[src/design/sigstk_pkg.sv]
// Purpose: Shared constants for the signaling change queue and slip phase status block
// Assumes: Byte-wide register port, one framer per instance
// Notes: Offsets are byte addresses on the framer register port
package sigstk_pkg;
  localparam logic [7:0] ADDR_SIG_QUEUE = 8'hDA;
  localparam logic [7:0] ADDR_RX_PHASE = 8'hDB;
  localparam logic [7:0] ADDR_TX_PHASE = 8'hDC;
  localparam int NUM_CHANNELS = 32;
  localparam int QUEUE_DEPTH = 32;
  localparam int CH_W = 5;
  localparam int PTR_W = 5;
  localparam int WORD_ID_BIT = 7;
  localparam int MORE_BIT = 6;
  localparam int DELAY_LSB = 2;
  localparam int DELAY_W = 6;
  localparam int HALF_WR_BIT = 1;
  localparam int HALF_RD_BIT = 0;
  localparam int DELAY_STEP_BITS = 8;
  localparam int DELAY_SHIFT = 3;
  localparam logic [7:0] PHASE_RESET = 8'h00;
  localparam logic [7:0] QUEUE_EMPTY_WORD = 8'h80;
endpackage

[src/design/sigstk_push_if.sv]
// Purpose: Carries one candidate queue entry from the channel scanner to the queue
// Assumes: Single clock domain
// Notes: valid is a one-cycle pulse per evaluation of a queue-enabled channel that found a change
`timescale 1ns/1ps
interface sigstk_push_if;
  logic valid;
  logic [4:0] channel;
  logic [3:0] abcd;
  logic full;
  modport src (output valid, output channel, output abcd, input full);
  modport dst (input valid, input channel, input abcd, output full);
endinterface

[src/design/sigstk_scan.sv]
// Purpose: Decides per channel whether a changed ABCD value enters the queue
// Assumes: i_d_upd pulses once a channel's D bit has been written into its buffered input
// Notes: Keeps a copy of the output signaling buffer so change detection is local
`timescale 1ns/1ps
module sigstk_scan
  import sigstk_pkg::*;
(
  input wire logic i_clk,
  input wire logic i_arst_n,
  input wire logic i_soft_rst,
  input wire logic i_d_upd,
  input wire logic [4:0] i_d_ch,
  input wire logic [3:0] i_abcd_in,
  input wire logic [NUM_CHANNELS-1:0] i_queue_enable_per_channel,
  input wire logic i_mf_end,
  sigstk_push_if.src push,
  output logic [4*NUM_CHANNELS-1:0] o_output_signaling_buffer,
  output logic o_mf_changed
);
  typedef struct packed {
    logic [4*NUM_CHANNELS-1:0] outbuf;
    logic changed;
    logic pend;
    logic valid;
    logic [4:0] ch;
    logic [3:0] abcd;
    logic mf_changed;
  } scan_t;
  scan_t s_r;
  scan_t s_nxt;

  // One channel evaluated per D-bit update; output buffer follows the input on change
  always_comb begin
    s_nxt = s_r;
    s_nxt.valid = 1'b0;
    s_nxt.mf_changed = 1'b0;
    if (i_d_upd) begin
      if (s_r.outbuf[i_d_ch*4 +: 4] != i_abcd_in) begin
        s_nxt.outbuf[i_d_ch*4 +: 4] = i_abcd_in;
        if (i_queue_enable_per_channel[i_d_ch]) begin
          s_nxt.valid = 1'b1;
          s_nxt.ch = i_d_ch;
          s_nxt.abcd = i_abcd_in;
          s_nxt.changed = 1'b1;
        end
      end
    end
    // Change seen this multiframe is reported at its end, then re-armed
    if (i_mf_end) begin
      s_nxt.mf_changed = s_r.changed | s_nxt.changed;
      s_nxt.changed = 1'b0;
    end
    if (i_soft_rst) begin
      s_nxt.changed = 1'b0;
      s_nxt.valid = 1'b0;
    end
  end

  always_ff @(posedge i_clk or negedge i_arst_n) begin
    if (!i_arst_n) begin
      s_r <= '0;
    end else begin
      s_r <= s_nxt;
    end
  end

  assign push.valid = s_r.valid;
  assign push.channel = s_r.ch;
  assign push.abcd = s_r.abcd;
  assign o_output_signaling_buffer = s_r.outbuf;
  assign o_mf_changed = s_r.mf_changed;
endmodule

[src/design/sigstk_queue.sv]
// Purpose: Stores queued channel changes and serves them as two-word reads
// Assumes: Reads arrive as one-cycle strobes on the queue address
// Notes: Each channel holds at most one slot, so 32 entries can never overflow
`timescale 1ns/1ps
module sigstk_queue
  import sigstk_pkg::*;
(
  input wire logic i_clk,
  input wire logic i_arst_n,
  input wire logic i_soft_rst,
  sigstk_push_if.dst push,
  input wire logic i_rd,
  output logic [7:0] o_word,
  output logic o_not_empty
);
  typedef struct packed {
    logic [PTR_W:0] wp;
    logic [PTR_W:0] rp;
    logic word_sel;
    logic [NUM_CHANNELS-1:0] queued;
  } q_t;
  q_t q_r;
  q_t q_nxt;
  logic [CH_W-1:0] ch_mem [QUEUE_DEPTH];
  logic [3:0] val_mem [QUEUE_DEPTH];
  logic empty;
  logic full;
  logic dup;
  logic last;
  logic pop;
  logic take;

  assign empty = (q_r.wp == q_r.rp);
  assign full = (q_r.wp[PTR_W] != q_r.rp[PTR_W]) && (q_r.wp[PTR_W-1:0] == q_r.rp[PTR_W-1:0]);
  // A channel whose entry leaves this cycle must queue its new change, or the change is lost
  assign pop = i_rd && !empty && q_r.word_sel;
  assign dup = q_r.queued[push.channel] && !(pop && (ch_mem[q_r.rp[PTR_W-1:0]] == push.channel));
  assign take = push.valid && !dup && (!full || pop);
  // Only the last word of the last entry clears the more flag
  assign last = (q_r.rp + (PTR_W+1)'(1)) == q_r.wp;
  assign push.full = full;
  assign o_not_empty = !empty;

  // Word 0 = channel with more set, word 1 = value; empty queue answers id 1, more 0
  always_comb begin
    if (empty) begin
      o_word = QUEUE_EMPTY_WORD;
    end else if (!q_r.word_sel) begin
      o_word = {1'b0, 1'b1, 1'b0, ch_mem[q_r.rp[PTR_W-1:0]]};
    end else begin
      o_word = {1'b1, !last, 2'b00, val_mem[q_r.rp[PTR_W-1:0]]};
    end
  end

  // A pending channel entry is refreshed in place rather than queued twice
  always_comb begin
    q_nxt = q_r;
    if (i_rd && !empty) begin
      q_nxt.word_sel = !q_r.word_sel;
      if (q_r.word_sel) begin
        q_nxt.rp = q_r.rp + (PTR_W+1)'(1);
        q_nxt.queued[ch_mem[q_r.rp[PTR_W-1:0]]] = 1'b0;
      end
    end
    if (take) begin
      q_nxt.wp = q_r.wp + (PTR_W+1)'(1);
      q_nxt.queued[push.channel] = 1'b1;
    end
    if (i_soft_rst) begin
      q_nxt = '0;
    end
  end

  always_ff @(posedge i_clk or negedge i_arst_n) begin
    if (!i_arst_n) begin
      q_r <= '0;
    end else begin
      q_r <= q_nxt;
    end
  end

  // Storage has no reset; pointers alone say what is valid
  always_ff @(posedge i_clk) begin
    if (take) begin
      ch_mem[q_r.wp[PTR_W-1:0]] <= push.channel;
      val_mem[q_r.wp[PTR_W-1:0]] <= push.abcd;
    end
    if (push.valid && dup) begin
      for (int i = 0; i < QUEUE_DEPTH; i++) begin
        if (ch_mem[i] == push.channel) begin
          val_mem[i] <= push.abcd;
        end
      end
    end
  end
endmodule

[src/design/sigstk_status.sv]
// Purpose: Signaling change queue plus receive and transmit slip phase status for one framer
// Assumes: Slip pointers and frame strobes come from logic on i_clk
// Notes: Register port is byte wide; reads return combinationally, half bits straight from the inputs, the rest from registered state
// Contract
// - Only channels with queue enable set enter the change queue.
// - Change interrupt raised at multiframe end when an enabled channel changed.
// - Two reads return channel word first, then ABCD value word.
// - Framer software reset initialises queue read and write pointers.
// - Entry pushed only when buffered input ABCD differs from output ABCD.
// - Channels evaluated one at a time after D bit update.
// - Word 0: id 0 bit7, more 1 bit6, channel bits 4..0.
// - Word 1: id 1 bit7, more bit6, ABCD in bits 3..0.
// - Id 1 more 0 means stop; id 0 with more 0 never produced.
// - Queued ABCD value also present in output signaling buffer.
// - Receive delay: six bits in time slots, updated with receive frame irq.
// - Receive code steps 8 bits, 63 means 504 to 511 bits.
// - Receive bit 1 shows half supplying receive system bus.
// - Receive bit 0 shows half being filled from receiver.
// - Transmit delay: six bits in time slots, updated with transmit frame irq.
// - Transmit code steps 8 bits, 63 means 496 to 503 bits.
// - Transmit bit 1 shows half supplying transmitter.
// - Transmit bit 0 shows half filled from transmit system bus.
`timescale 1ns/1ps
module sigstk_status
  import sigstk_pkg::*;
#(
  parameter int PTR_BITS = 9
) (
  input wire logic i_clk,
  input wire logic i_arst_n,
  input wire logic i_soft_rst,
  input wire logic [7:0] i_addr,
  input wire logic i_rd,
  output logic [7:0] o_rdata,
  input wire logic i_d_upd,
  input wire logic [4:0] i_d_ch,
  input wire logic [3:0] i_abcd_in,
  input wire logic [NUM_CHANNELS-1:0] i_queue_enable_per_channel,
  input wire logic i_mf_end,
  output logic [4*NUM_CHANNELS-1:0] o_output_signaling_buffer,
  output logic o_signaling_change_irq,
  input wire logic i_rx_frame_irq,
  input wire logic [PTR_BITS-1:0] i_rx_line_ptr,
  input wire logic [PTR_BITS-1:0] i_rx_bus_ptr,
  input wire logic i_rx_half_to_bus,
  input wire logic i_rx_half_from_line,
  input wire logic i_tx_frame_irq,
  input wire logic [PTR_BITS-1:0] i_tx_bus_ptr,
  input wire logic [PTR_BITS-1:0] i_tx_line_ptr,
  input wire logic i_tx_half_to_line,
  input wire logic i_tx_half_from_bus,
  output logic o_queue_not_empty
);
  typedef struct packed {
    logic [DELAY_W-1:0] rx_slip_delay;
    logic [DELAY_W-1:0] tx_slip_delay;
    logic irq;
  } st_t;
  st_t st_r;
  st_t st_nxt;
  sigstk_push_if push_bus();
  logic mf_changed;
  logic [7:0] q_word;
  logic q_rd;

  // Bit delay to time-slot code: modulo buffer length, then drop the 3 in-slot bits
  function automatic logic [DELAY_W-1:0] slot_code(input logic [PTR_BITS-1:0] a,
                                                   input logic [PTR_BITS-1:0] b);
    logic [PTR_BITS-1:0] d;
    d = a - b;
    slot_code = d[DELAY_SHIFT +: DELAY_W];
  endfunction

  // Transmit buffer tops out one slot short, so its last step shares the all-ones code
  function automatic logic [DELAY_W-1:0] tx_code(input logic [DELAY_W-1:0] c);
    tx_code = (&c[DELAY_W-1:1]) ? {DELAY_W{1'b1}} : c;
  endfunction

  sigstk_scan u_scan (
    .i_clk(i_clk),
    .i_arst_n(i_arst_n),
    .i_soft_rst(i_soft_rst),
    .i_d_upd(i_d_upd),
    .i_d_ch(i_d_ch),
    .i_abcd_in(i_abcd_in),
    .i_queue_enable_per_channel(i_queue_enable_per_channel),
    .i_mf_end(i_mf_end),
    .push(push_bus),
    .o_output_signaling_buffer(o_output_signaling_buffer),
    .o_mf_changed(mf_changed)
  );

  // A read of the queue address advances the two-word sequence
  assign q_rd = i_rd && (i_addr == ADDR_SIG_QUEUE);

  sigstk_queue u_queue (
    .i_clk(i_clk),
    .i_arst_n(i_arst_n),
    .i_soft_rst(i_soft_rst),
    .push(push_bus),
    .i_rd(q_rd),
    .o_word(q_word),
    .o_not_empty(o_queue_not_empty)
  );

  // Delay snapshots taken once per frame so software sees a steady value
  always_comb begin
    st_nxt = st_r;
    if (i_rx_frame_irq) begin
      st_nxt.rx_slip_delay = slot_code(i_rx_line_ptr, i_rx_bus_ptr);
    end
    if (i_tx_frame_irq) begin
      st_nxt.tx_slip_delay = tx_code(slot_code(i_tx_bus_ptr, i_tx_line_ptr));
    end
    st_nxt.irq = mf_changed;
    if (i_soft_rst) begin
      st_nxt = '0;
    end
  end

  always_ff @(posedge i_clk or negedge i_arst_n) begin
    if (!i_arst_n) begin
      st_r <= '0;
    end else begin
      st_r <= st_nxt;
    end
  end

  assign o_signaling_change_irq = st_r.irq;

  // Read mux; unmapped addresses return zero
  always_comb begin
    unique case (i_addr)
      ADDR_SIG_QUEUE: o_rdata = q_word;
      ADDR_RX_PHASE: o_rdata = {st_r.rx_slip_delay, i_rx_half_to_bus, i_rx_half_from_line};
      ADDR_TX_PHASE: o_rdata = {st_r.tx_slip_delay, i_tx_half_to_line, i_tx_half_from_bus};
      default: o_rdata = PHASE_RESET;
    endcase
  end
endmodule

[config.mk]
export PLATFORM = sky130hd
export DESIGN_NAME = sigstk_status
export DESIGN_NICKNAME = d
export VERILOG_FILES = /design/src/design/sigstk_pkg.sv /design/src/design/sigstk_push_if.sv /design/src/design/sigstk_scan.sv /design/src/design/sigstk_queue.sv /design/src/design/sigstk_status.sv
export SDC_FILE = /design/constraint.sdc
export NUM_CORES = 1
export LEC_CHECK = 0
export CAP_MARGIN = 20
export CORE_ASPECT_RATIO = 1.5
export CORE_MARGIN = 8
export CORE_UTILIZATION = 35
export CTS_CLUSTER_SIZE = 30
export DETAILED_ROUTE_END_ITERATION = 10
export DONT_BUFFER_PORTS = 1
export PLACE_DENSITY = 0.6
export SLEW_MARGIN = 20
export SYNTH_ARGS = -nofsm -noshare
export SYNTH_HDL_FRONTEND = slang
export SYNTH_SLANG_ARGS = --single-unit
[constraint.sdc]
create_clock -name i_clk -period 7.6 [get_ports i_clk]
set_input_delay 1.52 -clock i_clk [delete_from_list [all_inputs] [get_ports i_clk]]
set_output_delay 1.52 -clock i_clk [all_outputs]
set_load 0.005 [all_outputs]
# Yosys cells after proc, flatten, opt, wreduce, memory -nomap -nowiden
# Memories as Yosys holds them, arrays and structs flattened.
# Index checks and enable logic that the tools add are counted.
# totals
register_bits	198
ramBits	288
input_bits	97
output_inout_bits	138
elab_cells	234
mem_count	2
# classes
addsub	5
magnitude_cmp	5
n_eq_ne	41
shift	3
muxes	133
n_bitwise	4
n_reduce_logical	28
# memory_table
memory	words	width	rd	rd_clocked_by_memory_dff	wr	line	rtl
u_queue.ch_mem	32	5	33	0	1	sigstk_queue.sv:24	logic [CH_W-1:0] ch_mem [QUEUE_DEPTH];
u_queue.val_mem	32	4	1	0	32	sigstk_queue.sv:25	logic [3:0] val_mem [QUEUE_DEPTH];
# ops
operator	n
5-bit == test	34
128-bit bitwise mux	1
4-bit by 34-bit variable shift with 128-bit output, first input constant	1
128-bit by 8-bit indexed part select with 4-bit output	1
4-bit by 34-bit indexed part select with 128-bit output	1
1-bit two-way mux	110
32-bit two-way mux	2
45-bit two-way mux	1
39-bit two-way mux	1
7-bit negation with 34-bit output	1
32-bit AND	1
32-bit inverter	1
32-bit bitwise OR	1
10-bit two-way mux	3
6-bit two-way mux	5
8-bit == test, second input constant	3
8-bit case mux with 3 select lines	1
5-bit by 6-bit < comparator with 1-bit output, second input constant	3
9-bit subtractor	2
8-bit two-way mux	2
13-bit two-way mux	1
6-bit by 1-bit adder with 6-bit output, second input constant	2
6-bit == test	2
1-bit logical AND	11
other kinds (15)	28

# Logic depth before layout (Yosys ltp)
# Gate-level depths: netlist of run 1.
# depth
depth_word	13
depth_mapped	15
ltp_nobuf	10

# Hierarchy
# Synthesis of run 1 repeated with hierarchy kept, for this count alone.
# hier_totals
cells_unflattened	2096
area_unflattened_um2	26337.8
# by_module_without_submodules
mod	instances	cells_per_inst	area_per_inst_um2
sigstk_queue	1	1210	16191.8
sigstk_scan	1	730	8808.4
sigstk_status	1	156	1337.5

# Worst setup path after synthesis of run 1
# No wires, ideal clock.
# synth_timing
kind	in2reg
start	input i_d_ch[0]
end	register u_scan.s_r (netlist bit u_scan.o_output_signaling_buffer[16])
setup_ns	0.127
t_arrival_ns	4.445
t_required_ns	7.473
path_slack_ns	3.028
stages	11
path_cell_list	buf_4 > buf_4 > buf_4 > inv_1 > ha_1 > nor3b_1 > ha_1 > and3_1 > nor4b_1 > nand2_2 > mux2_1
# synth_via
elab_chain_len	3
elab_cells_between_ends	7
# synth_lines
item	line	rtl
start: declaration	sigstk_status.sv:36	input wire logic [4:0] i_d_ch,
128-bit by 8-bit indexed part select with 4-bit output / 7-bit negation with 34-bit output (equally long branches)	sigstk_scan.sv:38, sigstk_scan.sv:39	
4-bit inequality test (tied with other cells)	sigstk_scan.sv:38	if (s_r.outbuf[i_d_ch*4 +: 4] != i_abcd_in) begin
2-bit AND reduction (no source line) / 128-bit bitwise mux (equally long branches)	-	
end signal: assignment	sigstk_scan.sv:63	s_r <= s_nxt;
end: declaration	sigstk_scan.sv:29	scan_t s_r;
# Parallel ways exist; a longest one is shown, timed or not.
# A chain may end at the register's enable or synchronous reset.

# Final worst setup path of run 1
# layout_timing
start	register u_queue.q_r[34] (netlist bit)
end	output o_rdata[0]
# layout_via
elab_chain_len	4
elab_cells_between_ends	6
# layout_lines
item	line	rtl
start: declaration	sigstk_queue.sv:22	q_t q_r;
start signal: assignment	sigstk_queue.sv:78	q_r <= q_nxt;
memory 32 x 5 bit / memory 32 x 4 bit (equally long branches)	-	
8-bit two-way mux	sigstk_queue.sv:48	end else if (!q_r.word_sel) begin
8-bit two-way mux *	sigstk_queue.sv:46	if (empty) begin
8-bit case mux with 3 select lines *	sigstk_status.sv:133	unique case (i_addr)
end: declaration	sigstk_status.sv:34	output logic [7:0] o_rdata,
# Every way passes the cells marked *; elsewhere a longest branch is shown, timed or not.

==> impl_results.md, run 1 <==
* CP Class: reg -> out
* CP endpoint kind: output pin
* H-tree levels at 2
* Async set-reset flop share out of synthesis at 40.7%
* Avg Inst Size Synth at 13.3 um2
* Top_reg_cell synth: edfxtp_1
* Met3 Usage GRT at 4.71%
* Most common cell in the netlist: edfxtp_1
* Final period utilization at 73.8%
* Seq/Total Area, Yosys at 53.1%
* Root buf cell: clkbuf_16
* DRT antenna net count at 0
* Clock Latency Late Sink at 0.61 ns
* Largest delay share family, worst path: flip-flops
* Top post-synthesis cells by count: edfxtp_1 (288), dfrtp_1 (198), buf_4 (139), mux2_1 (123), xor2_1 (113)
* Mapped Cells at 1925
* Critical path's slowest cell: dfrtp_4
* Final-report hold violation count at 0
* Worst setup path start: u_queue.q_r[34]
* Flop-to-flop setup slack at 2.74 ns
* Worst-path clk slew at 0.06 ns
* Starting Density at 35.3%
* Largest net degree at the start of global routing at 199
* Wire per inst at 27.6 um
* Clock skew at 0.0429 ns
* Headroom to the max-slew limit at 26.6%
* Worst hold path class: reg -> reg
* # resized after CTS at 0
* Reg2reg end: u_queue.val_mem[2][1]
* First drt pass iteration count at 5
* # IOs at 235
* Critical Path RT at 6.08 ns
* Chip Width at 237 um
* GRT Util Overall at 17.8%
* RSZ-0062 raised after global routing: false
* F_max at 178 MHz
* Area grow syn2layout at 6.06%
* Unique masters post-synth at 70
* Crit path cell chain: buf_4 -> mux2i_1 -> a22oi_1 -> nand3_1 -> and4_1 -> o21ai_0 -> a222oi_1 -> inv_1
* Setup Total Neg Slack at 0 ns
* Antenna violations before repair at 0
* CTS sink count at 486
* CP arrival at 4.09 ns
* Busiest grt layer: met2
* CP Capture Point: o_rdata[0]
* Endpoints failing setup at 0
* First-pass GRT wire length at 111000 um
* CP peak stage delay at 0.97 ns
* CTS tree: done
* WP depth at 8
* Least-Margin Pin Slew at 1.10 ns
* Routed vias at 15300
* Clock buffer depth at 3
* Synth top area cells: edfxtp_1 (34%), dfrtp_1 (19%), mux4_2 (9.7%)
* Bufs and invs on worst path at 2
* Setup bufs post-CTS at 0
* Synth warn at 0
* Core Region at 72500 um2
* EDFF count, synth at 288
* Die area at 82300 um2
* CTS buffer count at 49
* Area leader, netlist: edfxtp_1
* Max_cap viols at 0
* DP Wirelength at 54600 um
* Leakage at 10.0 nW
* Min Hold Slack at 0.464 ns
* R2R cell count at 10
* Routability cong. at 0.909
* Die height at 347 um
* Mapped Nets at 2046
* Critical path fanouts, max at 48
* Synthesized area at 25600 um2
* Initial DRC count at 1093
* Synth top area share at 33.8%
* VDD IR-drop max at 0.219 mV
* Share of cells above drive strength 1 at 15.3%
* Row cnt at 121
* Status: finished clean
* Via-per-instance ratio at 5.61
* Nets at 1886
* Startpoint type of the worst setup path: flip-flop
* Port Buf Inserts at 0
* Vias in the first global route at 16500
* GRT met1 Usage at 18.2%
* Flops & latches, synth at 486
* PD cells at 239 nW/um2
* Count of final max-slew check failures at 0
* Remaining global-route overflow at 0
* Met2 usage at 32.4%
* Reg-to-reg startpoint: u_queue.q_r[34]
* Hold Crit Start: u_scan.o_mf_changed
* Routed WL at 75200 um
* Hold_buf cts at 0
* Residual DRC at 0
* Final min period at 5.61 ns
[area by class of cell]
cell class                 instances  area, um2
antenna                            1       2.50
fill                            6823      45300
sequential                       486      13600
clock inverter                    34        472
multi-input combinational       1169      10400
timing repair buffer              22        163
inverter                          37        139
tap                              922       1150
clock buffer                      57       1280
[where the power goes]
group | leakage [nW] | total [mW] | switching [mW] | internal [mW]
logic | 3.86 | 0.798 | 0.515 | 0.283
clock network | 0.832 | 2.63 | 1.08 | 1.55
registers | 5.31 | 3.08 | 0.0992 | 2.98
[placed cells by master (no fill, tap or decap), types with 9 or more instances in the layout]
| master | synthesis | routed |
|---|---|---|
| edfxtp_1 | 288 | 288 |
| dfrtp_1 | 198 | 191 |
| mux2_1 | 123 | 123 |
| xor2_1 | 113 | 113 |
| mux4_2 | 110 | 110 |
| nor2_1 | 106 | 106 |
| xnor2_1 | 91 | 91 |
| nand2_1 | 73 | 73 |
| mux2i_1 | 73 | 73 |
| nor3_1 | 67 | 67 |
| nand3_1 | 60 | 60 |
| clkbuf_16 | 0 | 49 |
| o21ai_0 | 36 | 36 |
| inv_1 | 34 | 34 |
| o22ai_1 | 33 | 33 |
| nand2_2 | 29 | 29 |
| a21oi_1 | 25 | 25 |
| a22oi_1 | 24 | 24 |
| ha_1 | 24 | 24 |
| buf_4 | 139 | 21 |
| o211ai_1 | 17 | 17 |
| and2_1 | 13 | 13 |
| nand2b_1 | 13 | 13 |
| and3_1 | 13 | 13 |
| clkinv_1 | 1 | 13 |
| nor2b_1 | 11 | 11 |
| bufinv_16 | 0 | 10 |
| o311ai_0 | 9 | 9 |
| mux2_4 | 9 | 9 |
[worst min path at each step]
stage,to,depth (start not counted)
after CTS,o_signaling_change_irq,1
after detailed placement,o_signaling_change_irq,1
after global placement,o_signaling_change_irq,1
after floorplan,o_signaling_change_irq,1
after global routing,o_signaling_change_irq,1
final,o_signaling_change_irq,1
[sequential cells by signal, summed over array words and instances (netlist names)]
register,flops
u_scan.push.abcd,4
u_scan.s_r,1
o_signaling_change_irq,1
u_queue.val_mem,128
u_scan.o_mf_changed,1
st_r,12
u_scan.push.channel,5
u_scan.push.valid,1
u_queue.q_r,45
u_queue.ch_mem,160
u_scan.o_output_signaling_buffer,128
[metrics by stage]
step	power [mW]	utilization [%]	setup WS [ns]	cell area [um2]	std cells
after floorplan	3.71	-	3.03	25600	1925
after global placement	3.92	35.0	2.63	25400	2635
after detailed placement	3.93	35.0	2.50	25400	2635
after CTS	6.55	37.4	1.92	27200	2726
after global routing	6.71	37.5	1.77	27200	2727
final	6.50	37.5	1.99	27200	2728
[layer usage]
layer	vias to the layer above	share of wire (%)
li1	6679	-
met4	0	6.3
met2	618	52
met1	7841	34
met3	170	7.2
met5	-	0
[cell families after synthesis]
| kind of cell | count (synthesis) | share of synthesized area [%] |
|---|---|---|
| fa+ha+maj | 24 | 1.17 |
| flops | 486 | 53.1 |
| simple gates | 438 | 8.65 |
| buf+inv | 270 | 6.55 |
| mux | 320 | 18.7 |
| xor+xnor | 204 | 6.97 |
| compound gates | 183 | 4.90 |
Power figures use the tool's default switching activity.
==> inputs of run 2 (changes only) <==
--- a/config.mk
+++ b/config.mk
@@ -12,7 +12,7 @@
 export CTS_CLUSTER_SIZE = 30
 export DETAILED_ROUTE_END_ITERATION = 10
 export DONT_BUFFER_PORTS = 1
-export PLACE_DENSITY = 0.6
+export PLACE_DENSITY = 0.62
 export SLEW_MARGIN = 20
 export SYNTH_ARGS = -nofsm -noshare
 export SYNTH_HDL_FRONTEND = slang
==> constraint.sdc (replaced) <==
create_clock -name i_clk -period 5 [get_ports i_clk]
set_input_delay 1 -clock i_clk [delete_from_list [all_inputs] [get_ports i_clk]]
set_output_delay 1 -clock i_clk [all_outputs]
set_load 0.005 [all_outputs]
==> impl_results.md, run 2 (synthesized netlist as in run 1, its figures left out) <==
* Comb pwr share at 11.9% (-0.4 points)
* Die height at 347 um (unchanged)
* Hold_buf cts at 0 (unchanged)
* Crit path cell chain: buf_12 -> xor2_1 -> or3_1 -> nor2_1 -> nand2_1 -> and2_1 -> nor3b_1 -> a221o_1
* Die area at 82300 um2 (unchanged)
* Most frequent cells in the layout: edfxtp_1 (288), dfrtp_1 (191), mux2_1 (123), xor2_1 (113), mux4_2 (110)
* Startpoint type of the worst setup path: flip-flop
* Reg-to-reg startpoint: u_queue.q_r[34]
* Clock buffer depth at 3 (unchanged)
* Chip Width at 237 um (unchanged)
* Routed vias at 15600 (+2.0%)
* R2R cell count at 9 (-1)
* # IOs at 235 (unchanged)
* DP Wirelength at 54800 um (+0.35%)
* DRT antenna net count at 0 (unchanged)
* Flop-to-flop setup slack at 0.54 ns (-2.20 ns)
* Via-per-instance ratio at 5.69 (+1.5%)
* WL met3 at 5720 um (+5.7%)
* Row cnt at 121 (unchanged)
* # resized after CTS at 0 (unchanged)
* CP peak stage delay at 0.79 ns (-0.18 ns)
* Remaining global-route overflow at 0 (unchanged)
* Status: finished clean
* Share of cells above drive strength 1 at 16.4% (+1.1 points)
* Int Pwr at 7.28 mW (+51%)
* Post-Layout Cell Count at 2742 (+0.51%)
* Commonest non-fill, non-tap cell in the layout: edfxtp_1
* Port Buf Inserts at 0 (unchanged)
* Final-report hold violation count at 0 (unchanged)
* Clock Power Share at 40.2% (-0.2 points)
* CP endpoint kind: output pin
* CP Class: reg -> out
* Headroom to the max-slew limit at 35.0% (+8.4 points)
* Net Sw Frac at 26.2% (+0.16 points)
* CP arrival at 3.71 ns (-0.38 ns)
* Fillers at 6723 (-1.5%)
* Placed Cells at 2649 (+0.53%)
* Root buf cell: clkbuf_16
* Final period utilization at 94.2%
* Place WS at 0.630 ns (-1.87 ns)
* CTS buffer count at 50 (+2.0%)
* Initial DRC count at 1412 (+29%)
* Count of final max-slew check failures at 0 (unchanged)
* Endpoints failing setup at 0 (unchanged)
* First drt pass iteration count at 8 (+3)
* Vias in the first global route at 16300 (-1.2%)
* Starting Density at 35.3% (unchanged)
* Max_cap viols at 0 (unchanged)
* Sequential Power Share at 47.9% (+0.6 points)
* Area grow syn2layout at 6.46%
* Worst-path clk slew at 0.06 ns (about the same)
* Setup Total Neg Slack at 0 ns (unchanged)
* Leakage at 10.1 nW (+0.96%)
* M1 wire length at 26200 um (+2.1%)
* Largest net degree at the start of global routing at 199 (unchanged)
* Clock Latency Late Sink at 0.62 ns (about the same)
* Net Switching at 2.58 mW (+52%)
* Critical Path RT at 4.00 ns (-2.08 ns)
* Core Region at 72500 um2 (unchanged)
* Routed WL at 75100 um (-0.20%)
* CTS tree: done
* Least-Margin Pin Slew at 0.976 ns (-0.126 ns)
* H-tree levels at 2 (unchanged)
* Setup bufs post-CTS at 0 (unchanged)
* Worst hold path class: in -> async
* Top sig layer: met4
* F_max at 212 MHz
* First-pass GRT wire length at 111000 um (about the same)
* Antenna violations before repair at 1 (+1)
* Largest delay share family, worst path: simple AND/OR/NAND/NOR gates
* Reg2reg end: u_queue.val_mem[0][0]
* CTS sink count at 486 (unchanged)
* PD cells at 361 nW/um2 (+51%)
* Routability cong. at 0.909 (about the same)
* Residual DRC at 0 (unchanged)
* Critical path fanouts, max at 30 (-38%)
* Clock skew at 0.0454 ns (+0.00255 ns)
* RSZ-0062 raised after global routing: false
* Max reg flops at 160 (unchanged)
* Nets at 1900 (+0.74%)
* Final setup margin at 0.289 ns (-1.70 ns)
* Critical path's slowest cell: dfrtp_4
* Bufs and invs on worst path at 1 (-1)
* Wire per inst at 27.4 um (-0.71%)
* GRT Util Overall at 17.7% (-0.031 points)
* Final min period at 4.71 ns
* Met2 WL at 39800 um (+1.2%)
* VDD IR-drop max at 0.281 mV (+28%)
## run 2: how the worst max path moves through the flow
stage | startpoint | end | slack (ns) | cells past startpoint
floorplan | i_d_ch[0] | u_scan.o_output_signaling_buffer[16] | 0.95 | 11
global placement | u_queue.q_r[34] | u_queue.val_mem[0][2] | 0.70 | 9
detailed placement | u_queue.q_r[34] | u_queue.val_mem[16][1] | 0.63 | 9
CTS | u_queue.q_r[33] | o_rdata[2] | 0.24 | 7
global route | u_queue.q_r[33] | o_rdata[4] | 0.01 | 8
finish | u_queue.q_r[34] | o_rdata[4] | 0.29 | 8
## run 2: metal layers
metal / GRT usage, % / vias to the layer above
met3: 4.56 / 157
li1: - / 6707
met4: 7.10 / 0
met5: 0 / -
met2: 33.0 / 714
met1: 18.9 / 8034
## run 2: layout make-up
type	count	area, um2	area share (%)
antenna	1	2.50	0.00917
clock buffer	60	1370	5.02
tap	922	1150	4.23
timing repair buffer	35	275	1.01
sequential	486	13600	49.9
clock inverter	32	382	1.40
multi-input combinational	1169	10300	37.9
inverter	37	139	0.509
## run 2: power groups by stage
| stage | logic (mW) | clock network (mW) | registers (mW) |
|---|---|---|---|
| after global routing | 1.27 | 4.16 | 4.73 |
| final | 1.18 | 3.96 | 4.72 |
| after global placement | 1.17 | 0 | 4.80 |
| after CTS | 1.18 | 4.02 | 4.72 |
| after detailed placement | 1.18 | 0 | 4.80 |
| after floorplan | 0.906 | 0 | 4.74 |
## run 2: through the flow
stage	power (mW)	instance area, um2	hold slack [ns]	util (%)
after global routing	10.2	27300	0.0492	37.6
after global placement	5.96	25500	0.445	35.2
after CTS	9.92	27300	0.0375	37.6
after floorplan	5.64	25600	0.439	-
after detailed placement	5.98	25500	0.476	35.2
final	9.85	27300	0.0755	37.6
==> inputs of run 3 (changes only) <==
--- a/config.mk
+++ b/config.mk
@@ -12,7 +12,7 @@
 export CTS_CLUSTER_SIZE = 30
 export DETAILED_ROUTE_END_ITERATION = 10
 export DONT_BUFFER_PORTS = 1
-export PLACE_DENSITY = 0.62
+export PLACE_DENSITY = 0.6
 export SLEW_MARGIN = 20
 export SYNTH_ARGS = -nofsm -noshare
 export SYNTH_HDL_FRONTEND = slang
==> constraint.sdc (replaced) <==
create_clock -name i_clk -period 4.8 [get_ports i_clk]
set_input_delay 0.96 -clock i_clk [delete_from_list [all_inputs] [get_ports i_clk]]
set_output_delay 0.96 -clock i_clk [all_outputs]
set_load 0.005 [all_outputs]
==> impl_results.md, run 3 (synthesized netlist as in run 1, its figures left out) <==
* Count of final max-slew check failures at 0 (unchanged)
* Chip Width at 237 um (unchanged)
* Clock skew at 0.0338 ns (-0.0116 ns)
* H-tree levels at 2 (unchanged)
* VDD IR-drop max at 0.314 mV (+12%)
* DRT antenna net count at 0 (unchanged)
* Via-per-instance ratio at 5.62 (-1.3%)
* Headroom to the max-slew limit at 35.4% (+0.47 points)
* Most frequent cells in the layout: edfxtp_1 (288), dfrtp_1 (188), mux2_1 (123), xor2_1 (113), mux4_2 (110)
* DP Wirelength at 54400 um (-0.63%)
* # IOs at 235 (unchanged)
* Startpoint type of the worst setup path: flip-flop
* Max_cap viols at 0 (unchanged)
* Top sig layer: met4
* CTS sink count at 486 (unchanged)
* R2R cell count at 12 (+3)
* Die height at 347 um (unchanged)
* Antenna violations before repair at 0 (-1)
* Setup Total Neg Slack at 0 ns (unchanged)
* Share of cells above drive strength 1 at 17.1% (+0.69 points)
* Critical Path RT at 3.84 ns (-0.16 ns)
* PD cells at 372 nW/um2 (+2.9%)
* Clock buffer depth at 3 (unchanged)
* WL met3 at 5190 um (-9.2%)
* Final min period at 4.59 ns
* CTS tree: done
* Critical path fanouts, max at 24 (-20%)
* CTS buffer count at 51 (+2.0%)
* CP endpoint kind: output pin
* Core Region at 72500 um2 (unchanged)
* Wire per inst at 26.8 um (-2.0%)
* Max reg flops at 160 (unchanged)
* Routability cong. at 0.925 (+1.8%)
* Root buf cell: clkbuf_16
* First-pass GRT wire length at 110000 um (-0.55%)
* Largest net degree at the start of global routing at 199 (unchanged)
* Residual DRC at 0 (unchanged)
* First drt pass iteration count at 5 (-3)
* Remaining global-route overflow at 0 (unchanged)
* Vias in the first global route at 16500 (+1.3%)
* Total power draw at 10.2 mW (+3.4%)
* Fin util at 37.8% (+0.18 points)
* Routed WL at 74100 um (-1.3%)
* Hold_buf cts at 0 (unchanged)
* Placed Cells at 2666 (+0.64%)
* Nets at 1919 (+1.0%)
* RSZ-0062 raised after global routing: false
* Initial DRC count at 1233 (-13%)
* Routed vias at 15500 (-0.61%)
* Met2 WL at 38300 um (-3.9%)
* Post-Layout Cell Count at 2761 (+0.69%)
* Die area at 82300 um2 (unchanged)
* N_diodes at 0 (-1)
* Worst hold path class: in -> async
* Final-report hold violation count at 0 (unchanged)
* Final period utilization at 95.6%
* F_max at 218 MHz
* Row cnt at 121 (unchanged)
* CP Class: reg -> out
* Least-Margin Pin Slew at 0.961 ns (-0.0145 ns)
* Endpoints failing setup at 0 (unchanged)
* Status: finished clean
* GRT Util Overall at 17.6% (-0.19 points)
* M1 wire length at 26300 um (+0.53%)
* Starting Density at 35.3% (unchanged)
* Worst-path clk slew at 0.06 ns (about the same)
* Commonest non-fill, non-tap cell in the layout: edfxtp_1
* Port Buf Inserts at 0 (unchanged)
* CP arrival at 3.63 ns (-0.08 ns)
* Leakage at 10.2 nW (+0.83%)
* Clock Latency Late Sink at 0.61 ns (about the same)
* Area grow syn2layout at 6.97%
[run 3: cell types whose count changed in the layout (fill, tap and decap cells not counted), sizes merged]
cell,before,now
buf,35,53
clkbuf,60,67
clkinv,20,18
clkinvlp,3,1
bufinv,7,6
diode,1,0
[run 3: path summary, 6_finish.rpt]
path	to	slack, ns	start
hold reg to reg	o_signaling_change_irq	0.48	u_scan.o_mf_changed
setup reg to reg	u_queue.val_mem[0][2]	0.68	u_queue.q_r[34]
min in group i_clk	u_queue.q_r[43]	0.42	i_soft_rst
max in group asynchronous	u_scan.o_output_signaling_buffer[41]	4.37	i_arst_n
setup / recovery	o_rdata[0]	0.21	u_queue.q_r[33]
hold / removal	u_scan.o_output_signaling_buffer[121]	0.06	i_arst_n
[run 3: metal layers]
metal	global-route usage [%]	vias to the layer above
met5	0	-
met4	9.07	0
met3	4.41	169
met2	31.5	615
met1	18.9	7986
li1	-	6746
[run 3: power breakdown]
| part | switching [mW] | internal (mW) |
|---|---|---|
| sequential | 0.279 | 4.72 |
| clock | 1.68 | 2.39 |
| combinational | 0.686 | 0.441 |
| total | 2.64 | 7.55 |
[run 3: critical path: stages, from the launching register on]
cell	delay [ns]
dfrtp_4	0.63
buf_12	0.26
mux4_2	0.53
mux4_2	0.50
mux2_2	0.32
nand2_1	0.08
o21ai_0	0.15
a222oi_1	0.42
inv_1	0.12
[run 3: area by class of cell]
type / instances / area (um2)
clock inverters: 27 / 309
inverters: 37 / 139
clock buffers: 67 / 1410
flip-flops and latches: 486 / 13600
repair buffers: 53 / 430
multi-input cells: 1169 / 10300
fillers: 6785 / 45100
well taps: 922 / 1150
[run 3: what timing repair did]
item / 4_1_cts / 5_1_grt
gates cloned: 0 / 0
setup buffers: 0 / 1
setup endpoints to repair: 1 / 2
resized for setup: 1 / 0
[run 3: per-stage QoR]
stage	area (um2)	worst slack, ns	hold slack (ns)
6_report	27400	0.213	0.0643
4_1_cts	27400	0.0389	0.0267
3_5_place_dp	25700	0.499	0.480
5_1_grt	27400	0.0295	0.0355
3_3_place_gp	25700	0.590	0.445
2_1_floorplan	25600	0.788	0.439
